==> config.mk <==
export PLATFORM = sky130hd
export DESIGN_NAME = asq_sequencer
export DESIGN_NICKNAME = d
export VERILOG_FILES = /design/src/asq_pkg.sv /design/src/asq_sequencer.sv
export SDC_FILE = /design/constraint.sdc
export NUM_CORES = 1
export LEC_CHECK = 0
export ABC_AREA = 1
export BUFFER_PORTS_ARGS = -buffer_cell sky130_fd_sc_hd__buf_4
export CELL_PAD_IN_SITES_DETAIL_PLACEMENT = 0
export CELL_PAD_IN_SITES_GLOBAL_PLACEMENT = 1
export CORE_MARGIN = 2
export CORE_UTILIZATION = 51
export CTS_BUF_LIST = sky130_fd_sc_hd__clkbuf_8
export DETAILED_ROUTE_END_ITERATION = 12
export PLACE_DENSITY = 0.83
export SKIP_CTS_REPAIR_TIMING = 1
export SLEW_MARGIN = 20
export SYNTH_ARGS = -nofsm -noshare
export SYNTH_HDL_FRONTEND = slang
export SYNTH_SLANG_ARGS = --single-unit
==> constraint.sdc <==
create_clock -name core_clk -period 3.9 [get_ports core_clk]
set_input_delay 0.78 -clock core_clk [delete_from_list [all_inputs] [get_ports core_clk]]
set_output_delay 0.78 -clock core_clk [all_outputs]
set_load 0.01 [all_outputs]
==> src/asq_pkg.sv <==
package asq_pkg;

    // core clock and internal oscillator
    localparam int CLK_PERIOD_NS = 25;
    localparam int OSC_START_NS  = 125;
    localparam int OSC_START_CYC_I =
        (OSC_START_NS + CLK_PERIOD_NS - 1) / CLK_PERIOD_NS;
    localparam logic [2:0] OSC_START_CYC = 3'(OSC_START_CYC_I > 0 ? OSC_START_CYC_I : 1);
    localparam int OSC_DIV_DEFAULT = 10;

    // serial-peripheral command phase
    localparam logic [4:0] SPI_CMD_BITS = 5'd8;
    localparam logic [4:0] SPI_CHAN_EDGE = 5'd3;
    localparam logic [4:0] SPI_CMD_CLKS = 5'd16;

    // internal-clock conversion timing, in oscillator cycles
    localparam logic [5:0] ACQ_START_RISE = 6'd2;
    localparam logic [5:0] ACQ_END_FALL   = 6'd18;
    localparam logic [5:0] INT_CYCLES     = 6'd32;

    // result word: 14 code bits then two tail bits
    localparam int RESULT_BITS = 14;
    localparam int WORD_BITS   = 16;
    localparam int MAX_SCAN    = 8;

    // command fields
    localparam int CHAN_MSB = 7;
    localparam int CHAN_LSB = 5;
    localparam int SCAN_MSB = 4;
    localparam int SCAN_LSB = 3;

    // frame-synchronised mode edges
    localparam logic [5:0] DSP_CHAN_EDGE  = 6'd3;
    localparam logic [5:0] DSP8_CMD_END   = 6'd8;
    localparam logic [5:0] DSP8_SAMPLE    = 6'd7;
    localparam logic [5:0] DSP8_FSO       = 6'd8;
    localparam logic [5:0] DSP16_CMD_END  = 6'd16;
    localparam logic [5:0] DSP16_SAMPLE   = 6'd15;
    localparam logic [5:0] DSP16_FSO      = 6'd16;

    typedef enum logic [2:0] {
        ST_IDLE     = 3'b000,
        ST_CMD      = 3'b001,
        ST_OSC_WAIT = 3'b011,
        ST_CONVERT  = 3'b010,
        ST_READ     = 3'b110,
        ST_DSP_WAIT = 3'b111,
        ST_DSP_XFER = 3'b101
    } asq_state_e;

    typedef struct packed {
        logic cs_n;
        logic sclk;
        logic din;
        logic fs_in;
        logic width_sel;
    } asq_pins_s;

endpackage : asq_pkg

==> src/asq_sequencer.sv <==
`timescale 1ns/10ps
module asq_sequencer #(
    parameter int OSC_DIV = asq_pkg::OSC_DIV_DEFAULT
) (
    input  wire logic       core_clk,
    input  wire logic       resetn,
    input  wire logic       cs_n,
    input  wire logic       sclk,
    input  wire logic       din,
    input  wire logic       frame_sync_in,
    input  wire logic       transfer_width_select,
    input  wire logic       conv_bit,
    input  wire logic       result_tail_bit_hi,
    input  wire logic       result_tail_bit_lo,
    output logic            dout,
    output logic            dout_oe,
    output logic            conv_done_n,
    output logic            frame_sync_out,
    output logic            analog_wake,
    output logic            osc_run,
    output logic            acquire,
    output logic            sample_strobe,
    output logic [2:0]      channel,
    output logic            dsp_mode
);

    if (OSC_DIV < 4 || OSC_DIV > 255) begin : g_bad_div
        $error("OSC_DIV must lie in 4..255");
    end

    localparam logic [7:0] DIV_LAST = 8'(OSC_DIV - 1);
    localparam logic [7:0] DIV_HALF = 8'(OSC_DIV / 2);

    // conversions for each scan setting; 11 repeats one channel
    function automatic logic [3:0] scan_count(input logic [1:0] sel);
        case (sel)
            2'b00:   scan_count = 4'h1;
            2'b01:   scan_count = 4'h4;
            default: scan_count = 4'h8;
        endcase
    endfunction : scan_count

    logic [1:0]              rst_pipe;
    logic                    rst_n;
    asq_pkg::asq_pins_s      pin_s1;
    asq_pkg::asq_pins_s      pin_s2;
    asq_pkg::asq_pins_s      pin_s3;
    asq_pkg::asq_pins_s      pin_raw;
    asq_pkg::asq_state_e     state;
    logic [7:0]              cmd;
    logic [4:0]              edge_cnt;
    logic [2:0]              delay;
    logic [7:0]              div;
    logic [5:0]              icyc;
    logic [2:0]              conv_idx;
    logic [3:0]              conv_total;
    logic                    scan_same;
    logic [12:0]             code_sreg;
    logic [15:0]             out_word;
    logic [3:0]              bit_cnt;
    logic [2:0]              rd_idx;
    logic [5:0]              fcnt;
    logic [5:0]              rcnt;
    logic                    wide;
    logic [15:0]             result_mem [asq_pkg::MAX_SCAN];
    logic                    mem_we;
    logic [15:0]             conv_word;

    // reset release through two flops
    always_ff @(posedge core_clk or negedge resetn) begin
        if (!resetn) begin
            rst_pipe <= 2'b00;
        end else begin
            rst_pipe <= {rst_pipe[0], 1'b1};
        end
    end
    assign rst_n = rst_pipe[1];

    // every pin is asynchronous to core_clk; stage 3 only serves edge finding
    assign pin_raw = '{cs_n: cs_n, sclk: sclk, din: din,
                       fs_in: frame_sync_in, width_sel: transfer_width_select};

    always_ff @(posedge core_clk or negedge rst_n) begin
        if (!rst_n) begin
            pin_s1 <= '{cs_n: 1'b1, default: 1'b0};
            pin_s2 <= '{cs_n: 1'b1, default: 1'b0};
            pin_s3 <= '{cs_n: 1'b1, default: 1'b0};
        end else begin
            pin_s1 <= pin_raw;
            pin_s2 <= pin_s1;
            pin_s3 <= pin_s2;
        end
    end

    logic sclk_rise;
    logic sclk_fall;
    logic cs_fall;
    logic cs_rise;
    logic fs_rise;
    logic fs_fall;
    logic tick_rise;
    logic tick_fall;
    logic [5:0] rnext;
    logic [5:0] fnext;
    logic [5:0] cmd_end;
    logic [5:0] sample_edge;
    logic [5:0] fso_edge;
    logic [5:0] data_idx;

    assign sclk_rise   = pin_s2.sclk & ~pin_s3.sclk;
    assign sclk_fall   = ~pin_s2.sclk & pin_s3.sclk;
    assign cs_fall     = pin_s3.cs_n & ~pin_s2.cs_n;
    assign cs_rise     = ~pin_s3.cs_n & pin_s2.cs_n;
    assign fs_rise     = pin_s2.fs_in & ~pin_s3.fs_in;
    assign fs_fall     = ~pin_s2.fs_in & pin_s3.fs_in;
    assign tick_rise   = (div == 8'h00);
    assign tick_fall   = (div == DIV_HALF);
    assign rnext       = (rcnt == 6'h3f) ? rcnt : 6'(rcnt + 6'h01);
    assign fnext       = (fcnt == 6'h3f) ? fcnt : 6'(fcnt + 6'h01);
    assign cmd_end     = wide ? asq_pkg::DSP16_CMD_END : asq_pkg::DSP8_CMD_END;
    assign sample_edge = wide ? asq_pkg::DSP16_SAMPLE : asq_pkg::DSP8_SAMPLE;
    assign fso_edge    = wide ? asq_pkg::DSP16_FSO : asq_pkg::DSP8_FSO;
    assign data_idx    = 6'(rnext - fso_edge - 6'h01);

    // finished word: code MSB first, then tail bits; plain binary code
    assign conv_word = {code_sreg, conv_bit, result_tail_bit_hi, result_tail_bit_lo};
    assign mem_we    = (state == asq_pkg::ST_CONVERT) && tick_fall
                       && (icyc == asq_pkg::INT_CYCLES) && !cs_rise;

    // results stay buffered until the whole scan is done
    always_ff @(posedge core_clk) begin
        if (mem_we) begin
            result_mem[conv_idx] <= conv_word;
        end
    end

    // oscillator divider; runs only while converting
    always_ff @(posedge core_clk or negedge rst_n) begin
        if (!rst_n) begin
            div <= 8'h00;
        end else if (state != asq_pkg::ST_CONVERT) begin
            div <= 8'h00;
        end else begin
            div <= (div == DIV_LAST) ? 8'h00 : 8'(div + 8'h01);
        end
    end

    always_ff @(posedge core_clk or negedge rst_n) begin
        if (!rst_n) begin
            state          <= asq_pkg::ST_IDLE;
            cmd            <= 8'h00;
            edge_cnt       <= 5'h00;
            delay          <= 3'h0;
            icyc           <= 6'h00;
            conv_idx       <= 3'h0;
            conv_total     <= 4'h1;
            scan_same      <= 1'b0;
            code_sreg      <= 13'h0000;
            out_word       <= 16'h0000;
            bit_cnt        <= 4'h0;
            rd_idx         <= 3'h0;
            fcnt           <= 6'h00;
            rcnt           <= 6'h00;
            wide           <= 1'b0;
            dout           <= 1'b0;
            dout_oe        <= 1'b0;
            conv_done_n    <= 1'b1;
            frame_sync_out <= 1'b0;
            analog_wake    <= 1'b0;
            osc_run        <= 1'b0;
            acquire        <= 1'b0;
            sample_strobe  <= 1'b0;
            channel        <= 3'h0;
            dsp_mode       <= 1'b0;
        end else begin
            sample_strobe <= 1'b0;
            if (cs_rise) begin
                // abort whatever runs and fall back to shutdown
                state          <= asq_pkg::ST_IDLE;
                dout           <= 1'b0;
                dout_oe        <= 1'b0;
                conv_done_n    <= 1'b1;
                frame_sync_out <= 1'b0;
                analog_wake    <= 1'b0;
                osc_run        <= 1'b0;
                acquire        <= 1'b0;
                dsp_mode       <= 1'b0;
            end else begin
                case (state)
                    asq_pkg::ST_IDLE: begin
                        if (cs_fall) begin
                            dout     <= 1'b0;
                            dout_oe  <= 1'b1;
                            cmd      <= 8'h00;
                            edge_cnt <= 5'h00;
                            dsp_mode <= ~pin_s2.fs_in;
                            if (pin_s2.fs_in) begin
                                analog_wake <= 1'b1;
                                state       <= asq_pkg::ST_CMD;
                            end else begin
                                state <= asq_pkg::ST_DSP_WAIT;
                            end
                        end
                    end
                    asq_pkg::ST_CMD: begin
                        if (sclk_rise) begin
                            edge_cnt <= 5'(edge_cnt + 5'h01);
                            if (edge_cnt < asq_pkg::SPI_CMD_BITS) begin
                                cmd <= {cmd[6:0], pin_s2.din};
                            end
                            if (5'(edge_cnt + 5'h01) == asq_pkg::SPI_CHAN_EDGE) begin
                                channel <= {cmd[1:0], pin_s2.din};
                            end
                            if (5'(edge_cnt + 5'h01) == asq_pkg::SPI_CMD_CLKS) begin
                                conv_total <= scan_count(cmd[asq_pkg::SCAN_MSB:asq_pkg::SCAN_LSB]);
                                scan_same  <= &cmd[asq_pkg::SCAN_MSB:asq_pkg::SCAN_LSB];
                                if (cmd[asq_pkg::SCAN_MSB:asq_pkg::SCAN_LSB] == 2'b10) begin
                                    channel <= 3'h0;
                                end
                                delay <= 3'h0;
                                state <= asq_pkg::ST_OSC_WAIT;
                            end
                        end
                    end
                    asq_pkg::ST_OSC_WAIT: begin
                        // serial clock is expected to stand still from here
                        delay <= 3'(delay + 3'h1);
                        if (3'(delay + 3'h1) == asq_pkg::OSC_START_CYC) begin
                            osc_run  <= 1'b1;
                            icyc     <= 6'h01;
                            conv_idx <= 3'h0;
                            state    <= asq_pkg::ST_CONVERT;
                        end
                    end
                    asq_pkg::ST_CONVERT: begin
                        if (tick_rise && icyc == asq_pkg::ACQ_START_RISE) begin
                            acquire <= 1'b1;
                        end
                        if (tick_fall) begin
                            icyc <= (icyc == asq_pkg::INT_CYCLES) ? 6'h01 : 6'(icyc + 6'h01);
                            if (icyc == asq_pkg::ACQ_END_FALL) begin
                                acquire       <= 1'b0;
                                sample_strobe <= 1'b1;
                            end
                            if (icyc > asq_pkg::ACQ_END_FALL) begin
                                code_sreg <= {code_sreg[11:0], conv_bit};
                            end
                            if (icyc == asq_pkg::INT_CYCLES) begin
                                // 32 oscillator cycles per conversion
                                if (4'({1'b0, conv_idx} + 4'h1) == conv_total) begin
                                    conv_done_n <= 1'b0;
                                    osc_run     <= 1'b0;
                                    analog_wake <= 1'b0;
                                    out_word    <= (conv_idx == 3'h0) ? conv_word : result_mem[0];
                                    dout        <= (conv_idx == 3'h0) ? conv_word[15]
                                                                      : result_mem[0][15];
                                    bit_cnt     <= 4'h0;
                                    rd_idx      <= 3'h0;
                                    state       <= asq_pkg::ST_READ;
                                end else begin
                                    conv_idx <= 3'(conv_idx + 3'h1);
                                    if (!scan_same) begin
                                        channel <= 3'(channel + 3'h1);
                                    end
                                end
                            end
                        end
                    end
                    asq_pkg::ST_READ: begin
                        if (sclk_fall) begin
                            bit_cnt <= 4'(bit_cnt + 4'h1);
                            if (bit_cnt == 4'hf) begin
                                // after the last word the sequence starts again
                                rd_idx   <= (4'({1'b0, rd_idx} + 4'h1) == conv_total)
                                            ? 3'h0 : 3'(rd_idx + 3'h1);
                                out_word <= result_mem[(4'({1'b0, rd_idx} + 4'h1) == conv_total)
                                                       ? 3'h0 : 3'(rd_idx + 3'h1)];
                                dout     <= result_mem[(4'({1'b0, rd_idx} + 4'h1) == conv_total)
                                                       ? 3'h0 : 3'(rd_idx + 3'h1)][15];
                            end else begin
                                out_word <= {out_word[14:0], 1'b0};
                                dout     <= out_word[14];
                            end
                        end
                    end
                    asq_pkg::ST_DSP_WAIT: begin
                        if (fs_rise) begin
                            analog_wake <= 1'b1;
                        end
                        if (fs_fall) begin
                            analog_wake <= 1'b1;
                            fcnt        <= 6'h00;
                            rcnt        <= 6'h00;
                            cmd         <= 8'h00;
                            wide        <= pin_s2.width_sel;
                            state       <= asq_pkg::ST_DSP_XFER;
                        end
                    end
                    asq_pkg::ST_DSP_XFER: begin
                        if (fs_rise) begin
                            // a new frame drops the running conversion
                            acquire        <= 1'b0;
                            frame_sync_out <= 1'b0;
                            dout           <= 1'b0;
                            state          <= asq_pkg::ST_DSP_WAIT;
                        end else begin
                            if (sclk_fall) begin
                                fcnt <= fnext;
                                if (fcnt < cmd_end && fcnt < 6'd8) begin
                                    cmd <= {cmd[6:0], pin_s2.din};
                                end
                                if (fnext == asq_pkg::DSP_CHAN_EDGE) begin
                                    channel <= {cmd[1:0], pin_s2.din};
                                    acquire <= 1'b1;
                                end
                            end
                            if (sclk_rise) begin
                                rcnt <= rnext;
                                if (rnext == sample_edge) begin
                                    acquire       <= 1'b0;
                                    sample_strobe <= 1'b1;
                                end
                                frame_sync_out <= (rnext == fso_edge);
                                if (rnext <= fso_edge) begin
                                    dout <= 1'b0;
                                end else if (data_idx < 6'(asq_pkg::RESULT_BITS)) begin
                                    dout <= conv_bit;
                                end else if (data_idx == 6'(asq_pkg::RESULT_BITS)) begin
                                    dout <= result_tail_bit_hi;
                                end else if (data_idx == 6'(asq_pkg::RESULT_BITS + 1)) begin
                                    dout <= result_tail_bit_lo;
                                end else begin
                                    dout <= 1'b0;
                                end
                            end
                        end
                    end
                    default: begin
                        state <= asq_pkg::ST_IDLE;
                    end
                endcase
            end
        end
    end

endmodule : asq_sequencer

## Yosys cells after proc, flatten, opt, wreduce, memory -nomap -nowiden

Memories as Yosys holds them, arrays and structs flattened.
Index checks and enable logic that the tools add are counted.

- Bits in registers: 113
- Memory bits (writable): 128
- Input bits: 10
- Output and inout bits: 12
- Logic and storage cells: 321
- Memories kept: 1

Memories:

| name | words | bits a word | rd ports | clocked after Yosys merged registers in | write ports | RTL line | text |
|---|---|---|---|---|---|---|---|
| result_mem | 8 | 16 | 2 | 0 | 1 | asq_sequencer.sv:65 | `logic [15:0] result_mem [asq_pkg::MAX_SCAN];` |

- Add/sub/neg operators: 14
- Magnitude comparators: 6
- Equality and inequality tests: 59
- Muxes and demuxes: 138
- Bitwise logic cells: 13
- Reduce and logical (&&, ||, !) cells: 50

Operator list:

| cell | count |
|---|---|
| 2-to-1 mux 3 bit | 34 |
| 2-to-1 mux 15 bit | 6 |
| 2-to-1 mux 6 bit | 10 |
| 2-to-1 mux 1 bit | 53 |
| 2-to-1 mux 5 bit | 10 |
| one-hot mux 6 bit (2 select lines) | 3 |
| inequality test 2 bit (second input constant) | 17 |
| one-hot mux 15 bit (2 select lines) | 1 |
| inequality test 3 bit (second input constant) | 9 |
| AND reduction 4 bit | 6 |
| nonzero test 2 bit | 12 |
| one-hot mux 3 bit (7 select lines) | 1 |
| AND reduction 7 bit | 3 |
| 2-to-1 mux 4 bit | 5 |
| one-hot mux 5 bit (4 select lines) | 1 |
| AND reduction 10 bit | 2 |
| adder 6 x 1 -> 6 bit (second input constant) | 3 |
| equality test 6 bit (second input constant) | 3 |
| one-hot mux 3 bit (2 select lines) | 3 |
| 2-to-1 mux 8 bit | 2 |
| one-hot mux 4 bit (2 select lines) | 2 |
| AND reduction 5 bit | 3 |
| adder 3 x 1 -> 3 bit (second input constant) | 4 |
| equality test 3 bit (second input constant) | 4 |
| 48 further kinds | 83 |

## Logic depth before layout (Yosys ltp)

- Depth in word-level cells: 13
- Gate-level depth with buffers: 19
- Gate-level depth less buffers: 19

## Worst setup path after synthesis

Ideal clock, no wire load.

- Path type: register to register
- Start: reg pin_s3[4] in the netlist's numbering
- End: mem result_mem[1][0], enable pin
- Setup time: 409 ps
- Arrival: 2503 ps
- Data required time: 3491 ps
- Slack: 988 ps
- Stages on the path, launching flop included: 9
- Buffers on the path: 1
- Clock period less this slack: 2912 ps
- Path through: dfstp_2 inv_1 ha_1 clkbuf_1 nor2_1 nand2_1 inv_1 nand3_1 nor3_1

- Longest elaborated chain between the ends: 6

Ends and longest elaborated chain:

| item | RTL line | text |
|---|---|---|
| start, declared | asq_sequencer.sv:47 | `asq_pkg::asq_pins_s pin_s3;` |
| start signal, assigned | asq_sequencer.sv:91 | `pin_s3 <= pin_s2;` |
| NOT 1 bit | asq_sequencer.sv:113 | `assign cs_rise = ~pin_s3.cs_n & pin_s2.cs_n;` |
| bitwise AND 1 bit | asq_sequencer.sv:113 |  |
| net cs_rise | asq_sequencer.sv:98 | `logic cs_rise;` |
| logical NOT 1 bit | asq_sequencer.sv:128 | `&& (icyc == asq_pkg::INT_CYCLES) && !cs_rise;` |
| logical AND 1 bit | asq_sequencer.sv:128 |  |
| 2-to-1 mux 1 bit | asq_sequencer.sv:132 | `if (mem_we) begin` |
| 2-to-1 mux 1 bit (not written as such) | asq_sequencer.sv:133 | `result_mem[conv_idx] <= conv_word;` |
| end, declared | asq_sequencer.sv:65 |  |

The timed path passes the listed nets, and every way through them passes these cells.

## Worst setup path in the final report

- Start: reg state[1]
- End: reg bit_cnt[0]

- Longest elaborated chain between the ends: 3
- Elaborated cells on any way between the ends: 9
- Classes of those cells: eq/ne: 6; mux: 1; reduce/logical: 2

Ends and longest elaborated chain:

| item | RTL line | text |
|---|---|---|
| start, declared | asq_sequencer.sv:49 | `asq_pkg::asq_state_e state;` |
| start signal, assigned | asq_sequencer.sv:150 | `state <= asq_pkg::ST_IDLE;` |
| start signal, assigned | asq_sequencer.sv:179 | `state <= asq_pkg::ST_IDLE;` |
| start signal, assigned | asq_sequencer.sv:199 | `state <= asq_pkg::ST_CMD;` |
| equality test 3 x 2 -> 1 bit / equality test 3 bit (equally long branches) | asq_sequencer.sv:189 | `case (state)` |
| inequality test 2 x 1 -> 1 bit (no source line) (tied with other cells) | n/a |  |
| AND reduction 6 bit (no source line) | n/a |  |
| end signal, assigned | asq_sequencer.sv:271 | `bit_cnt <= 4'(bit_cnt + 4'h1);` |
| end, declared | asq_sequencer.sv:60 | `logic [3:0] bit_cnt;` |

Parallel ways exist; a longest one is shown, timed or not.
A chain may end at the register's enable or synchronous reset.

==> flow_summary.html <==
<table>
<tr><th>Metric</th><th>Value</th></tr>
<tr><th colspan="2">Clocking</th></tr>
<tr><td>Master cell of the clock root buffer</td><td>clkbuf_8</td></tr>
<tr><td>Sinks on Clock Net</td><td>240</td></tr>
<tr><td>Clock latency on the worst-skew pair</td><td>0.54 ns</td></tr>
<tr><td>Max H-tree Level</td><td>2</td></tr>
<tr><td>Clk buf depth</td><td>3</td></tr>
<tr><td>CTS clk-pin slew, worst paths</td><td>0.06 ns</td></tr>
<tr><td>Clock tree from TritonCTS</td><td>done</td></tr>
<tr><td>Number of buffers added by the clock tree synthesis step</td><td>41</td></tr>
<tr><th colspan="2">Drt</th></tr>
<tr><td>Routed vias/inst</td><td>5.48</td></tr>
<tr><td>Number of optimization iterations in the first detailed-route pass</td><td>5</td></tr>
<tr><td>Initial DRC count</td><td>639</td></tr>
<tr><td>Number of nets with antenna violations after routing</td><td>0</td></tr>
<tr><td>Routed vias</td><td>8,843</td></tr>
<tr><td>Total DRC errors in the routed layout</td><td>0</td></tr>
<tr><td>Total routed wirelength</td><td>27.3 mm</td></tr>
<tr><td>Post-DR wirelength/cell</td><td>16.9 µm</td></tr>
<tr><th colspan="2">Synth</th></tr>
<tr><td>Synthesized instance count</td><td>1,245</td></tr>
<tr><td>Top_reg_cell synth</td><td>edfxtp_1</td></tr>
<tr><td>Number of synthesized register bits</td><td>240</td></tr>
<tr><td>Syn. warnings</td><td>0</td></tr>
<tr><td>Part of the Yosys area used for sequential elements</td><td>0.573</td></tr>
<tr><td>Synth cell types</td><td>45</td></tr>
<tr><td>Post-synthesis average cell area</td><td>9.33 µm²</td></tr>
<tr><td>EDFF count, synth</td><td>128</td></tr>
<tr><td>Cell area after synthesis</td><td>11,600 µm²</td></tr>
<tr><td>Fraction of registers with async set or reset after synthesis</td><td>0.467</td></tr>
<tr><td>Net count after synthesis</td><td>1,283</td></tr>
<tr><th colspan="2">Placed design</th></tr>
<tr><td>Placed cell count</td><td>1,539</td></tr>
<tr><td>RD Place Congestion</td><td>0.914</td></tr>
<tr><td>Placed wire-length estimate after detailed placement</td><td>17.8 mm</td></tr>
<tr><td>Port bufs</td><td>21</td></tr>
<tr><td>Place WS</td><td>1.05 ns</td></tr>
<tr><th colspan="2">Setup path</th></tr>
<tr><td>Biggest fanout along the worst timing path</td><td>23</td></tr>
<tr><td>Required time at the worst-slack endpoint</td><td>4.33 ns</td></tr>
<tr><td>Critical path's largest stage delay</td><td>0.70 ns</td></tr>
<tr><td>Cells along the critical path</td><td>inv_2 -&gt; nor2_1 -&gt; nand2_1 -&gt; nor2_1 -&gt; a21oi_1 -&gt; nand2_1 -&gt; buf_4 -&gt; inv_2 -&gt; o21ai_0 -&gt; o21a_1</td></tr>
<tr><td>Slowest CP cell</td><td>nand2_1</td></tr>
<tr><td>CP startpoint kind</td><td>flop</td></tr>
<tr><td>CP endpoint kind</td><td>flop</td></tr>
<tr><td>Arrival @ worst endpoint</td><td>3.30 ns</td></tr>
<tr><td>Setup CP Type</td><td>flop to flop</td></tr>
<tr><th colspan="2">Die</th></tr>
<tr><td>Die ar.</td><td>24,000 µm²</td></tr>
<tr><td>Vertical die dimension</td><td>155 µm</td></tr>
<tr><td>Number of top-level pins</td><td>22</td></tr>
<tr><td>Count of standard-cell rows</td><td>55</td></tr>
<tr><td>Initial standard-cell utilization of the core</td><td>0.516</td></tr>
<tr><td>Horiz. Die Dim</td><td>155 µm</td></tr>
<tr><td>Core area</td><td>22,500 µm²</td></tr>
<tr><th colspan="2">Final layout</th></tr>
<tr><td>Fill count</td><td>1,997</td></tr>
<tr><td>Layout area overhead</td><td>11.9%</td></tr>
<tr><td>Ratio of cells with drive above 1 in the final layout</td><td>0.119</td></tr>
<tr><td>Post-layout nets</td><td>1,336</td></tr>
<tr><td>Non-filler instance count after layout</td><td>1,615</td></tr>
<tr><td>Number of antenna repair diodes</td><td>0</td></tr>
<tr><th colspan="2">Status</th></tr>
<tr><td>Result of the run</td><td>complete, no violations</td></tr>
<tr><th colspan="2">STA</th></tr>
<tr><td># setup viols final</td><td>0</td></tr>
<tr><td>Max-slew headroom at the worst pin</td><td>0.372</td></tr>
<tr><td>Pin slew with the least headroom to its limit</td><td>0.939 ns</td></tr>
<tr><td>Sum of negative setup slack</td><td>0 ns</td></tr>
<tr><td>Final worst setup slack</td><td>1.03 ns</td></tr>
<tr><td>Total count of max-transition violations in the final report</td><td>0</td></tr>
<tr><td>Unrepaired setup endpoints after global routing</td><td>no</td></tr>
<tr><td>Fraction of the cycle the final worst path needs</td><td>0.736</td></tr>
<tr><td>Worst Skew</td><td>0.0169 ns</td></tr>
<tr><td>Post-layout minimum cycle time</td><td>2.87 ns</td></tr>
<tr><td>Achievable frequency</td><td>0.349 GHz</td></tr>
<tr><td>Min Hold Slack</td><td>0.344 ns</td></tr>
<tr><td>Final hold violations</td><td>0</td></tr>
<tr><th colspan="2">Power and ir drop</th></tr>
<tr><td>Leak Pwr</td><td>5.69 nW</td></tr>
<tr><td>IR drop worst, VDD</td><td>0.000396 V</td></tr>
<tr><td>Pwr/cell area</td><td>570 nW/µm²</td></tr>
<tr><th colspan="2">Global routing</th></tr>
<tr><td>First-pass GRT wire length</td><td>44.8 mm</td></tr>
<tr><td>Antenna violations before repair</td><td>0</td></tr>
<tr><td>Total congestion overflow after global routing</td><td>0</td></tr>
<tr><td>Largest net degree at the start of global routing</td><td>80</td></tr>
<tr><td>Vias in the first global route</td><td>8,827</td></tr>
<tr><td>GRT Util Overall</td><td>0.236</td></tr>
<tr><th colspan="2">Min path</th></tr>
<tr><td>Hold/Removal Path Class</td><td>flop to flop</td></tr>
<tr><th colspan="2">Flow run</th></tr>
<tr><td>Max-Cap Viols</td><td>0</td></tr>
</table>
-- metal layers --
layer,vias to the layer above,share of wire,track usage
met1,4230,0.44,0.312
met5,-,0,0
met4,0,0.037,0.107
li1,4309,-,-
met2,232,0.47,0.389
met3,72,0.046,0.0368
-- cell families (layout without fill, tap and decap cells) --
logic type | count (synthesis) | count (layout) | synth area share
AOI/OAI and AO/OA | 257 | 257 | 0.124
xor gates and xnor gates | 13 | 13 | 0.00980
adders and majority gates | 28 | 28 | 0.0302
buffers and inverters | 177 | 262 | 0.0600
DFF | 240 | 240 | 0.573
muxes | 12 | 12 | 0.0139
other | 1 | 1 | 0.000323
and+or+nand+nor | 517 | 517 | 0.189
-- report_power, final --
group,internal (W),switching [W]
clock network,0.00112,0.00100
registers,0.00288,0.000214
logic,0.000749,0.00145
total,0.00475,0.00266
-- cell type report --
cell class | instances | area [µm²] | share of cell area
Clock buffer | 48 | 661 | 0.0508
Tap cell | 285 | 357 | 0.0274
Timing Repair Buffer | 47 | 368 | 0.0283
Sequential cell | 240 | 6660 | 0.512
Clock inverter | 27 | 118 | 0.00905
Multi-Input combinational cell | 828 | 4320 | 0.332
Inverter | 140 | 526 | 0.0404
-- synthesized netlist by cell type, types with 7 or more instances --
master      n  share of area
nand4_1    15         0.0081
a21oi_1    52          0.022
buf_2      14         0.0060
o21ai_0   107          0.046
o21bai_1   30          0.019
ha_1       28          0.030
nand3_1    61          0.026
nand2_1   266          0.086
o22ai_1    13         0.0070
clkbuf_1   20         0.0065
o21ai_1    37          0.016
dfrtp_1   107           0.23
mux2_4      7         0.0090
inv_1     126          0.041
nor3_1     23         0.0099
xor2_1      9         0.0068
inv_2      14         0.0045
nor2_1    126          0.041
edfxtp_1  128           0.33
-- worst paths after layout --
| path | from | endpoint | cells past startpoint | slack [ns] |
|---|---|---|---|---|
| worst min-delay path | rst_pipe[0] | rst_pipe[1] | 0 | 0.34 |
| max in group asynchronous | rst_pipe[1] | pin_s3[4] | 1 | 2.54 |
| min in group asynchronous | rst_pipe[1] | code_sreg[9] | 0 | 0.42 |
| worst min register to register | rst_pipe[0] | rst_pipe[1] | 0 | 0.34 |
| worst max register to register | state[1] | bit_cnt[0] | 10 | 1.03 |
| worst max-delay path | state[1] | bit_cnt[0] | 10 | 1.03 |
-- cell usage in the layout, fill, tap and decap left out, types with 14 or more instances in the layout --
cell	instances
clkbuf_8	48
nand3_1	61
dfrtp_1	106
inv_2	14
o21bai_1	30
nor3_1	15
inv_1	145
ha_1	28
nor2_1	126
edfxtp_1	128
nand4_1	15
o21ai_1	37
buf_4	45
a21oi_1	52
nand2_1	265
o21ai_0	107
-- worst max-delay path: cells and delay by family, from the launching register on --
family / cells / cell delay, ns
and+or+nand+nor: 4 / 1.04
AOI/OAI and AO/OA: 3 / 0.55
buffers and inverters: 3 / 0.70
DFF: 1 / 0.46
-- state kept, by name, indices dropped and copies added, names as in the netlist, 4 cells and up --
register / count
bit_cnt: 4
cmd: 5
code_sreg: 13
div: 8
edge_cnt: 5
fcnt: 6
icyc: 6
out_word: 15
pin_s1: 5
pin_s2: 5
rcnt: 6
result_mem: 128
-- through the flow --
stage	cell area [µm²]	util	power, W
final	13000	0.578	0.00741
after CTS	13000	0.577	0.00748
after detailed placement	12200	0.543	0.00534
after global routing	13000	0.578	0.00794
after floorplan	11600	-	0.00473
after global placement	12200	0.542	0.00530
(Power assumes the default switching activity.)
